$ cat src/shared/ppi_pkg.sv
package ppi_pkg;

	localparam logic [1:0] LOC_FIRST  = 2'h0;
	localparam logic [1:0] LOC_SECOND = 2'h1;
	localparam logic [1:0] LOC_SPLIT  = 2'h2;
	localparam logic [1:0] LOC_CTRL   = 2'h3;

	localparam int CMD_TYPE_POS  = 7;
	localparam int FIRST_DIR_POS = 4;
	localparam int UPPER_DIR_POS = 3;
	localparam int SECOND_MODE_POS = 2;
	localparam int SECOND_DIR_POS = 1;
	localparam int LOWER_DIR_POS = 0;
	localparam int FIRST_MODE_LO = 5;
	localparam int BIT_VAL_POS   = 0;
	localparam int BIT_SEL_LO    = 1;
	localparam int MASK_FIRST_BIT  = 4;
	localparam int MASK_SECOND_BIT = 2;

	// All ports input, basic mode.
	localparam logic [7:0] MODE_RESET = 8'h9b;

	typedef struct packed {
		logic       cmd_type;
		logic [1:0] first_mode;
		logic       first_dir;
		logic       upper_dir;
		logic       second_mode;
		logic       second_dir;
		logic       lower_dir;
	} mode_word_s;

endpackage : ppi_pkg

$ cat src/verilog/ppi_core.sv
module ppi_core
(
	// Clock and reset
	input  wire logic       clk,
	input  wire logic       resetn,
	// Host bus
	input  wire logic       cs_n,
	input  wire logic       rd_n,
	input  wire logic       wr_n,
	input  wire logic       location_select_hi,
	input  wire logic       location_select_lo,
	input  wire logic [7:0] data_in,
	output logic      [7:0] data_out,
	output logic            data_oe,
	// Port pins
	input  wire logic [7:0] first_in,
	output logic      [7:0] first_out,
	output logic      [7:0] first_oe,
	input  wire logic [7:0] second_in,
	output logic      [7:0] second_out,
	output logic      [7:0] second_oe,
	input  wire logic [7:0] split_in,
	output logic      [7:0] split_out,
	output logic      [7:0] split_oe,
	// Gated service requests
	output logic            service_request_out_first,
	output logic            service_request_out_second
);

	////////////////////////////////////////////////////////////////////////////
	// Pin and bus synchronisers. Every asynchronous input passes two flops.

	logic [7:0]  first_s1_q, first_s2_q, second_s1_q, second_s2_q, split_s1_q, split_s2_q;
	logic [7:0]  din_s1_q, din_s2_q;
	logic [4:0]  ctl_s1_q, ctl_s2_q;

	always_ff @(posedge clk or negedge resetn)
	begin
		if (!resetn)
		begin
			first_s1_q  <= 8'hff;
			first_s2_q  <= 8'hff;
			second_s1_q <= 8'hff;
			second_s2_q <= 8'hff;
			split_s1_q  <= 8'hff;
			split_s2_q  <= 8'hff;
			din_s1_q    <= 8'h00;
			din_s2_q    <= 8'h00;
			ctl_s1_q    <= 5'h07;
			ctl_s2_q    <= 5'h07;
		end
		else
		begin
			first_s1_q  <= first_in;
			first_s2_q  <= first_s1_q;
			second_s1_q <= second_in;
			second_s2_q <= second_s1_q;
			split_s1_q  <= split_in;
			split_s2_q  <= split_s1_q;
			din_s1_q    <= data_in;
			din_s2_q    <= din_s1_q;
			ctl_s1_q    <= {location_select_hi, location_select_lo, cs_n, rd_n, wr_n};
			ctl_s2_q    <= ctl_s1_q;
		end
	end

	////////////////////////////////////////////////////////////////////////////
	// Bus decode.

	wire [1:0] loc     = ctl_s2_q[4:3];
	wire       sel     = !ctl_s2_q[2];
	wire       rd_act  = sel && !ctl_s2_q[1] && ctl_s2_q[0];
	wire       wr_act  = sel && !ctl_s2_q[0] && ctl_s2_q[1];
	logic      wr_prev_q;
	// Writes are taken once, on the leading edge of the strobe, after data settled.
	wire       wr_take = wr_act && !wr_prev_q;

	logic [7:0] mode_q, mode_d;
	logic [7:0] first_lat_q, first_lat_d, second_lat_q, second_lat_d;
	logic [7:0] split_lat_q, split_lat_d;
	logic       mask_first_q, mask_first_d, mask_second_q, mask_second_d;
	logic [7:0] first_inlat_q;

	ppi_pkg::mode_word_s mw;
	assign mw = ppi_pkg::mode_word_s'(mode_q);

	wire is_mode_wr = wr_take && (loc == ppi_pkg::LOC_CTRL) && din_s2_q[ppi_pkg::CMD_TYPE_POS];
	wire is_bit_wr  = wr_take && (loc == ppi_pkg::LOC_CTRL) && !din_s2_q[ppi_pkg::CMD_TYPE_POS];
	wire [2:0] bit_sel = din_s2_q[ppi_pkg::BIT_SEL_LO +: 3];
	wire       bit_val = din_s2_q[ppi_pkg::BIT_VAL_POS];

	// Group modes: first group may be 0, 1 or 2; second group only 0 or 1.
	wire first_m0 = (mw.first_mode == 2'h0);
	wire first_m2 = mw.first_mode[1];
	wire second_m0 = !mw.second_mode;

	////////////////////////////////////////////////////////////////////////////
	// Direction per pin group; a one in a direction bit means input.

	wire first_is_out = !mw.first_dir && !first_m2;
	wire second_is_out = !mw.second_dir;
	wire [3:0] upper_oe = mw.upper_dir ? 4'h0 : 4'hf;
	wire [3:0] lower_oe = mw.lower_dir ? 4'h0 : 4'hf;
	// Handshake lines of strobed modes are not generated; here the halves keep
	// their basic direction so that the latch stays reachable by bit commands.
	wire [7:0] split_oe_w = {upper_oe, lower_oe};

	////////////////////////////////////////////////////////////////////////////
	// Next-state logic for latches and masks.

	always_comb
	begin
		mode_d        = mode_q;
		first_lat_d   = first_lat_q;
		second_lat_d  = second_lat_q;
		split_lat_d   = split_lat_q;
		mask_first_d  = mask_first_q;
		mask_second_d = mask_second_q;
		if (is_mode_wr)
		begin
			mode_d        = din_s2_q;
			first_lat_d   = 8'h00;
			second_lat_d  = 8'h00;
			split_lat_d   = 8'h00;
			mask_first_d  = 1'b0;
			mask_second_d = 1'b0;
		end
		else if (is_bit_wr)
		begin
			split_lat_d[bit_sel] = bit_val;
			if (bit_sel == 3'(ppi_pkg::MASK_FIRST_BIT))
				mask_first_d = bit_val;
			if (bit_sel == 3'(ppi_pkg::MASK_SECOND_BIT))
				mask_second_d = bit_val;
		end
		else if (wr_take)
		begin
			unique case (loc)
				ppi_pkg::LOC_FIRST:  first_lat_d  = din_s2_q;
				ppi_pkg::LOC_SECOND: second_lat_d = din_s2_q;
				ppi_pkg::LOC_SPLIT:  split_lat_d  = din_s2_q;
				ppi_pkg::LOC_CTRL:   split_lat_d  = split_lat_q;
			endcase
		end
	end

	always_ff @(posedge clk or negedge resetn)
	begin
		if (!resetn)
		begin
			mode_q        <= ppi_pkg::MODE_RESET;
			// Latches come up at one so that the port outputs match the held pin level.
			first_lat_q   <= 8'hff;
			second_lat_q  <= 8'hff;
			split_lat_q   <= 8'hff;
			mask_first_q  <= 1'b0;
			mask_second_q <= 1'b0;
			wr_prev_q     <= 1'b0;
		end
		else
		begin
			mode_q        <= mode_d;
			first_lat_q   <= first_lat_d;
			second_lat_q  <= second_lat_d;
			split_lat_q   <= split_lat_d;
			mask_first_q  <= mask_first_d;
			mask_second_q <= mask_second_d;
			wr_prev_q     <= wr_act;
		end
	end

	////////////////////////////////////////////////////////////////////////////
	// First port input latch: in basic mode it follows the pins, otherwise it
	// follows them except while a read of any location is active, when it holds.

	always_ff @(posedge clk or negedge resetn)
	begin
		if (!resetn)
			first_inlat_q <= 8'hff;
		else if (first_m0)
			first_inlat_q <= first_s2_q;
		else if (!rd_act)
			first_inlat_q <= first_s2_q;
	end

	////////////////////////////////////////////////////////////////////////////
	// Read path.

	wire [7:0] split_rd = (split_lat_q & split_oe_w) | (split_s2_q & ~split_oe_w);
	wire [7:0] mode_rd  = {1'b1, mode_q[6:0]};
	wire [7:0] first_rd = first_is_out ? first_lat_q : first_inlat_q;
	wire [7:0] second_rd = second_is_out ? second_lat_q : second_s2_q;

	logic [7:0] rd_mux;
	always_comb
	begin
		unique case (loc)
			ppi_pkg::LOC_FIRST:  rd_mux = first_rd;
			ppi_pkg::LOC_SECOND: rd_mux = second_rd;
			ppi_pkg::LOC_SPLIT:  rd_mux = split_rd;
			ppi_pkg::LOC_CTRL:   rd_mux = mode_rd;
		endcase
	end

	// Strobed-mode requests are gated by their masks; basic mode raises none.
	wire req_first  = !first_m0 && mask_first_q && split_lat_q[3];
	wire req_second = !second_m0 && mask_second_q && split_lat_q[0];

	////////////////////////////////////////////////////////////////////////////
	// Output registers.

	always_ff @(posedge clk or negedge resetn)
	begin
		if (!resetn)
		begin
			data_out   <= 8'h00;
			data_oe    <= 1'b0;
			first_out  <= 8'hff;
			first_oe   <= 8'h00;
			second_out <= 8'hff;
			second_oe  <= 8'h00;
			split_out  <= 8'hff;
			split_oe   <= 8'h00;
			service_request_out_first  <= 1'b0;
			service_request_out_second <= 1'b0;
		end
		else
		begin
			data_out   <= rd_mux;
			data_oe    <= rd_act;
			first_out  <= first_lat_q;
			first_oe   <= first_is_out ? 8'hff : 8'h00;
			second_out <= second_lat_q;
			second_oe  <= second_is_out ? 8'hff : 8'h00;
			split_out  <= split_lat_q;
			split_oe   <= split_oe_w;
			service_request_out_first  <= req_first;
			service_request_out_second <= req_second;
		end
	end

endmodule : ppi_core

$ cat config.mk
export PLATFORM = sky130hd
export DESIGN_NAME = ppi_core
export DESIGN_NICKNAME = d
export VERILOG_FILES = /design/src/shared/ppi_pkg.sv /design/src/verilog/ppi_core.sv
export SDC_FILE = /design/constraint.sdc
export NUM_CORES = 1
export LEC_CHECK = 0
export BUFFER_PORTS_ARGS = -buffer_cell sky130_fd_sc_hd__buf_2
export CORE_MARGIN = 2
export CORE_UTILIZATION = 37
export DETAILED_ROUTE_END_ITERATION = 6
export REMOVE_ABC_BUFFERS = 1
export SETUP_SLACK_MARGIN = 0.3
export SLEW_MARGIN = 5
export SYNTH_ARGS = -nofsm -noshare
export SYNTH_HDL_FRONTEND = slang
export SYNTH_SLANG_ARGS = --single-unit
$ cat constraint.sdc
create_clock -name clk -period 3 [get_ports clk]
set_clock_uncertainty 0.2 [all_clocks]
set_input_delay 0 -clock clk [delete_from_list [all_inputs] [get_ports clk]]
set_output_delay 0 -clock clk [all_outputs]
set_load 0.02 [all_outputs]
-- After elaboration in Yosys (flattened, before gate mapping)
Cells that the tools add are included.
- add/subtract/negate cells: 0
- $mul: 0
- div/mod/pow operators: 0
- $lt $le $gt $ge: 2
- eq/ne operators: 7
- shift-type cells: 0
- muxes and demuxes: 30
- bitwise logic cells: 4
- reduce and logical (&&, ||, !) cells: 37
- operators with widths (cell ; number):
    8-bit 2-to-1 mux ; 18
    8-bit case mux with 4 select lines ; 1
    8-bit bitwise AND ; 2
    1-bit logical AND ; 14
    2-bit nonzero test ; 6
    8-bit bitwise mux ; 1
    1-bit logical NOT ; 8
    4-bit 2-to-1 mux ; 2
    8-bit NOT ; 1
    8-bit bitwise OR ; 1
    1-bit 2-to-1 mux ; 7
    2-bit AND reduction ; 3
    3-bit AND reduction ; 2
    3-bit nonzero test ; 2
    2-bit equality test, second input constant ; 2
    2-bit logical NOT ; 2
    3-bit by 4-bit less-than comparator with 1-bit output, second input constant ; 1
    1-bit demux with 3-bit select ; 1
    3-bit by 2-bit equality test with 1-bit output, second input constant ; 1
    3-bit equality test, second input constant ; 1
    3-bit by 1-bit greater-or-equal comparator with 1-bit output, second input constant ; 1
    2-bit by 1-bit equality test with 1-bit output, second input constant ; 1
    2-bit by 1-bit != test with 1-bit output, second input constant ; 1
    2-bit != test, second input constant ; 1
- register bits after elaboration: 175
- bits in latches: 0
- RAM bits: 0
- memory bits (read-only): 0
- output and inout bits: 59
- word-level logic and storage cells: 108
- memories: 0

-- Logic depth before layout (Yosys ltp)
Gate-level depths: netlist of the first run.
- word-level depth: 8
- gate-level depth with buffers: 5
- gate-level depth less buffers: 3

-- Least setup slack after synthesis of the first run
Ideal clock, no wire load.
- kind: register to register
- start: register ctl_s2_q[1]
- end: register mode_q[2]
- setup time: 125 ps
- arrival: 1878 ps
- path slack: 797 ps
- cell stages (with the launch flop): 6
- buffers on the path: 2
- path through: dfstp_2 or4b_4 buf_6 or3_1 buf_6 mux2_4
- word-level cells in the longest chain between the ends: 4
- RTL lines (element ; RTL line ; text):
    start, declared ; ppi_core.sv:35 ; logic [4:0] ctl_s1_q, ctl_s2_q;
    start signal, assigned ; ppi_core.sv:63 ; ctl_s2_q <= ctl_s1_q;
    1-bit logical AND ; ppi_core.sv:73 ; wire wr_act = sel && !ctl_s2_q[0] && ctl_s2_q[1];
    1-bit logical AND ; ppi_core.sv:76 ; wire wr_take = wr_act && !wr_prev_q;
    1-bit logical AND (2 in series) ; ppi_core.sv:87 ; wire is_mode_wr = wr_take && (loc == ppi_pkg::LOC_CTRL) && din_s2_q[ppi_pkg::CMD_TYPE_POS];
    end signal, assigned ; ppi_core.sv:151 ; mode_q <= ppi_pkg::MODE_RESET;
    end signal, assigned ; ppi_core.sv:162 ; mode_q <= mode_d;
    end, declared ; ppi_core.sv:78 ; logic [7:0] mode_q, mode_d;
No other way between the ends.
A chain may end at the register's enable or synchronous reset.

-- Worst setup path after layout of the first run
- start: register ctl_s2_q[1]
- end: register mode_q[6]
Same word-level chain as after synthesis.

==> impl_metrics.tcl, run 1 <==
set metrics [dict create \
    clock_path_buffers 2 \
    grt_pass1_wl_um 18900 \
    yosysUniqueCellTypes 42 \
    start_util_pct 37.4 \
    async_flop_share_pct 100 \
    antenna_found_initial 0 \
    placed_cells 617 \
    cp.arrival_ps 2510 \
    dr.pass1.iters 5 \
    max_clock_freq_mhz 414 \
    synthesis.area_um2 5620 \
    ys.flop_type "dfstp_2" \
    routed_via_density 4.85 \
    power.share.combinational_pct 14.4 \
    num_rows 45 \
    swShare_pct 26.8 \
    worstSkewPairLatency_ps 420 \
    cp-start-kind "flip-flop" \
    dieWidth_um 127 \
    clkPwrFrac_pct 36.4 \
    rsz0062_at_grt "false" \
    status "finished clean" \
    final_cell_mix "dfstp_2, buf_2, dfrtp_1, dlygate4sd3_1, mux2_2" \
    relSlewSlack_pct 48.7 \
    fin_cells 691 \
    layout.nets 529 \
    synth_top_family_by_area "multiplexers" \
    gr-usage-all-layers_pct 15.6 \
    internal_power_mw 3.83 \
    final_common_cell "dfstp_2" \
    tightestPinTransition_ps 767 \
    first_iter_violations 124 \
    synth-seq-cells 155 \
    power_frac_seq_pct 49.2 \
    vias 3352 \
    period_share_pct 80.5 \
    power_switching_mw 1.40 \
    synth-compound-area-share_pct 7.86 \
    grt_max_degree 56 \
    setup_viol 0 \
    muxShareOfSynthArea_pct 10.5 \
    routabilityCongestion 0.818 \
    wire_per_inst_um 17.0 \
    r2r_start "ctl_s2_q[1]$_DFF_PN1_" \
    coreArea_um2 15000 \
    cts_tree "yes" \
    hold_violations 0 \
    worstSetupStartpoint "ctl_s2_q[1]$_DFF_PN1_" \
    critical_path_class "flip-flop to flip-flop" \
    grt_pass1_vias 3579 \
    cts.clk_slew.worst_paths_ps 60 \
    critical_path.max_fanout 24 \
    portBuffers 97 \
    synthSimpleGateAreaFrac_pct 5.01 \
    crit_required_ps 3100 \
    synth_fa_ha_area_share_pct 0 \
    fp.dieH_um 127 \
    ant_nets 0 \
    synth-xor-area-share_pct 0 \
    route.detailed.drc 0 \
    irDropWorstVdd_uv 399 \
    synth_edf_count 0 \
    min_period_ps 2410 \
    slew_violations 0 \
    cts.sinks 155 \
    syn_area_per_cell_um2 15.5 \
    io_pins 98 \
    clockRootBuffer "clkbuf_16" \
    hold_path_startpoint "second_in[5]" \
    cap_violations 0 \
    drt_wl_total_um 11700 \
    grt-ovfl-total 0 \
    pwr_density_cell_nw_per_um2 731 \
    num_antenna_cells 0 \
    tns_ps 0 \
    worst_hold_path_type "input pin to flip-flop" \
    yosysSeqAreaShare_pct 71.6 \
    synth_cells 362 \
    dp_hpwl_um 7670 \
    htreeDepth 4 \
    yosysWarnings 0 \
    p_leak_nw 3.05 \
    area_growth_syn_to_layout_pct 27.2 \
    die_area_um2 16200 \
    drive_gt1_share_pct 59.0 \
    crit_path_end_kind "flip-flop" \
    cts_made_buffers 17 \
]
[worst max-delay path, stage by stage, from the launching register on]
cell and delay [ps]:
dfstp_2 540, or4b_4 610, or3_1 580, mux2_4 360
[layer usage]
layer | routed length, µm | track usage, % | share of wire (%) | vias to the layer above
met1 | 5320 | 20.2 | 45 | 1703
met5 | 0 | 0 | 0 | -
li1 | - | - | - | 1521
met3 | 548 | 4.82 | 4.7 | 15
met2 | 5580 | 24.3 | 48 | 113
met4 | 275 | 6.98 | 2.3 | 0
[logic make-up after synthesis]
kind of cell,Yosys count
mux,46
simple gates,47
flops,155
buf+inv,51
compound gates,63
[sequential cells by signal, indices dropped and copies added, names as in the netlist, 2 cells and up]
register	flops
ctl_s1_q	5
ctl_s2_q	5
data_out	8
din_s1_q	8
din_s2_q	8
first_inlat_q	8
first_lat_q	8
first_out	8
first_s1_q	8
first_s2_q	8
mode_q	7
second_lat_q	8
second_out	8
second_s1_q	8
second_s2_q	8
split_lat_q	8
split_oe	2
split_out	8
split_s1_q	8
split_s2_q	8
[final timing paths]
| kind | endpoint | slack [ps] | cells past startpoint |
|---|---|---|---|
| worst min register to register | din_s2_q[6]$_DFF_PN0_ | 150 | 0 |
| worst max register to register | mode_q[6]$_DFFE_PN0N_ | 590 | 3 |
| worst min-delay path | second_s1_q[5]$_DFF_PN1_ | 20 | 2 |
| min in group asynchronous | first_s1_q[4]$_DFF_PN1_ | 210 | 2 |
| max in group asynchronous | first_lat_q[1]$_DFFE_PN1P_ | 1900 | 3 |
| worst max-delay path | mode_q[6]$_DFFE_PN0N_ | 590 | 3 |
[power groups by stage]
stage               combinational (mW)  clock [mW]  sequential (mW)
global route                     0.812        2.06             2.60
detailed placement               0.720           0             2.60
finish                           0.755        1.90             2.57
global placement                 0.712           0             2.60
CTS                              0.767        1.96             2.57
floorplan                        0.249           0             2.74
[cell usage after synthesis (all sizes together) (2+ instances only)]
cell type  count  area share [%]
o221ai         2            0.31
dfrtp         41              18
nand2b         3            0.33
o21ai         13             1.2
o311ai         2            0.31
nor3b          3            0.40
nor3           4            0.36
dfstp        114              53
o211ai         4            0.53
nor4           2            0.22
or3b           2            0.31
clkbuf        14            0.94
nor2           6            0.40
a22oi          2            0.27
mux2i          6             1.1
mux2          35             7.4
a221oi         5            0.78
nor4b          3            0.47
nor2b          3            0.33
nand2          7            0.47
a21oi          9            0.80
nand3          4            0.36
inv           11            0.74
buf           25             3.3
mux4           5             2.0
a211o          2            0.31
a22o           8             1.2
a211oi         9             1.2
nand3b         4            0.53
o22ai          5            0.56
and3           2            0.22
[final cells by class]
| cell class | count | area (µm²) |
|---|---|---|
| clock buffer | 19 | 443 |
| clock inverter | 13 | 93.8 |
| fill | 1283 | 7890 |
| inverter | 12 | 45.0 |
| multi-input combinational | 156 | 1320 |
| sequential | 155 | 4020 |
| tap | 188 | 235 |
| timing repair buffer | 148 | 990 |
[timing repair]
action                                 4_1_cts  5_1_grt
hold buffers                                42        0
setup buffers                                0        0
gates resized for setup                      0        0
endpoints found under the hold margin      124        0
[metrics by stage]
| stage | instance area [µm²] | setup slack (ps) | util (%) | total power, mW | hold WS [ps] |
|---|---|---|---|---|---|
| after floorplan | 5380 | 492 | - | 2.98 | -496 |
| after global placement | 6180 | 617 | 41.1 | 3.31 | -149 |
| after detailed placement | 6180 | 590 | 41.1 | 3.32 | -141 |
| after CTS | 7150 | 581 | 47.5 | 5.30 | 0.828 |
| after global routing | 7150 | 526 | 47.5 | 5.47 | 0.339 |
| final | 7150 | 586 | 47.5 | 5.23 | 18.2 |
(Power assumes the default switching activity.)
==> inputs of run 2 (changes only) <==
==> constraint.sdc (replaced) <==
create_clock -name clk -period 2.2 [get_ports clk]
set_clock_uncertainty 0.2 [all_clocks]
set_input_delay 0 -clock clk [delete_from_list [all_inputs] [get_ports clk]]
set_output_delay 0 -clock clk [all_outputs]
set_load 0.02 [all_outputs]
==> impl_metrics.tcl, run 2 (same netlist as run 1, synthesis figures left out) <==
set metrics [dict create \
    status "finished clean" \
    hold_violations 0 \
    critical_path.max_fanout 6 \
    routabilityCongestion 0.808 \
    rsz0062_at_grt "true" \
    route.detailed.drc 0 \
    hold_path_startpoint "wr_n" \
    cp-start-kind "flip-flop" \
    p_total_mw 7.42 \
    slew_violations 0 \
    p_leak_nw 3.41 \
    r2r_cells 5 \
    fin_hold_ws_ps 16.4 \
    portBuffers 97 \
    cts_made_buffers 17 \
    dp_hpwl_um 7830 \
    grt-ovfl-total 0 \
    antenna_found_initial 0 \
    cap_violations 0 \
    crit_path_end_kind "flip-flop" \
    worst_hold_path_type "input pin to flip-flop" \
    clock_path_buffers 2 \
    grt_pass1_vias 3748 \
    r2r_slack_ps 100 \
    irDropWorstVdd_uv 703 \
    pwr_density_cell_nw_per_um2 935 \
    ant_nets 0 \
    placed_cells 630 \
    tightestPinTransition_ps 707 \
    relSlewSlack_pct 52.7 \
    io_pins 98 \
    post_dp_cell_area_um2 6290 \
    first_iter_violations 271 \
    grtUsageMet1_pct 20.5 \
    use_met2_pct 25.6 \
    drive_gt1_share_pct 64.5 \
    grt_pass1_wl_um 19700 \
    cts.clk_slew.worst_paths_ps 70 \
    routed_via_density 4.93 \
    critical_path_class "flip-flop to flip-flop" \
    gr-usage-all-layers_pct 16.4 \
    post-place-ws_ps -43.7 \
    hold_path_end "ctl_s1_q[0]$_DFF_PN1_" \
    crit_chain "or4b_4 > buf_6 > buf_12 > a211oi_4 > mux2_4" \
    hold_depth 2 \
    min_period_ps 2100 \
    clockRootBuffer "clkbuf_16" \
    crit_family "flip-flops" \
    dr.pass1.iters 4 \
    cp.arrival_ps 2260 \
    max_clock_freq_mhz 476 \
    stdcell_area_um2 7930 \
    fin_cells 743 \
    htreeDepth 4 \
    crit_required_ps 2360 \
    cp_slowest_cell "dfstp_2" \
    vias 3662 \
    cts.sinks 155 \
    period_share_pct 95.5 \
    dieWidth_um 127 \
    layout.nets 581 \
    coreArea_um2 15000 \
    start_util_pct 37.4 \
    grt_max_degree 49 \
    slowest_delay_ps 530 \
    final_cell_mix "dfstp_2, buf_2, dlygate4sd3_1" \
    tns_ps 0 \
    path_buf_inv 2 \
    setup_viol 0 \
    drt_wl_total_um 12700 \
    num_antenna_cells 0 \
    use_met3_pct 4.56 \
    cts_tree "yes" \
    area_growth_syn_to_layout_pct 41.2 \
    wire_per_inst_um 17.0 \
    regToRegEndpoint "split_lat_q[5]$_DFFE_PN1P_" \
    die_area_um2 16200 \
    grt_busiest_layer "met2" \
    fp.dieH_um 127 \
    setup_slack_ps 99.0 \
    r2r_start "ctl_s2_q[1]$_DFF_PN1_" \
    final_common_cell "dfstp_2" \
    final_util_pct 52.7 \
    worstSkewPairLatency_ps 430 \
    num_rows 45 \
]
-- run 2: power breakdown --
part	leakage [nW]	internal, mW	switching [mW]
clock	0.277	1.49	1.24
sequential	1.68	3.28	0.202
combinational	1.45	0.562	0.642
total	3.41	5.33	2.08
-- run 2: timing repair --
action,in CTS,in global routing
endpoints found under the hold margin,129,0
hold buffers,63,0
endpoints found under the setup margin,31,38
resized for setup,22,42
pin swaps,4,22
buffers inserted,3,13
cloned,1,1
-- run 2: worst max-delay path by stage --
| stage | from | end | slack, ps | depth (start not counted) |
|---|---|---|---|---|
| final | ctl_s2_q[1]$_DFF_PN1_ | split_lat_q[5]$_DFFE_PN1P_ | 100 | 5 |
| after global routing | ctl_s2_q[1]$_DFF_PN1_ | split_lat_q[5]$_DFFE_PN1P_ | 60 | 5 |
| after CTS | ctl_s2_q[1]$_DFF_PN1_ | mode_q[6]$_DFFE_PN0N_ | 90 | 3 |
| after detailed placement | ctl_s2_q[1]$_DFF_PN1_ | mode_q[6]$_DFFE_PN0N_ | -40 | 3 |
| after global placement | ctl_s2_q[1]$_DFF_PN1_ | mode_q[5]$_DFFE_PN0N_ | 20 | 3 |
| after floorplan | ctl_s2_q[1]$_DFF_PN1_ | second_lat_q[0]$_DFFE_PN1P_ | -310 | 3 |
-- run 2: worst reg2reg max path, stage by stage, from the launching register on --
cell and delay, ps:
dfstp_2 530, or4b_4 470, buf_6 150, buf_12 140, a211oi_4 230, mux2_4 320
-- run 2: layout make-up --
type / instances / area (µm²)
Fill cell: 1218 / 7100
Multi-Input combinational cell: 156 / 1550
Timing Repair Buffer: 200 / 1520
Clock inverter: 15 / 134
Tap cell: 188 / 235
Sequential cell: 155 / 4030
Inverter: 12 / 45.0
Clock buffer: 17 / 425
-- run 2: layer usage --
metal  part of all wire (%)  vias to the layer above  wire, µm
met3                    6.1                       24       774
met5                      0                        -         0
li1                       -                     1627         -
met1                     42                     1876      5290
met4                    2.6                        0       334
met2                     49                      135      6260
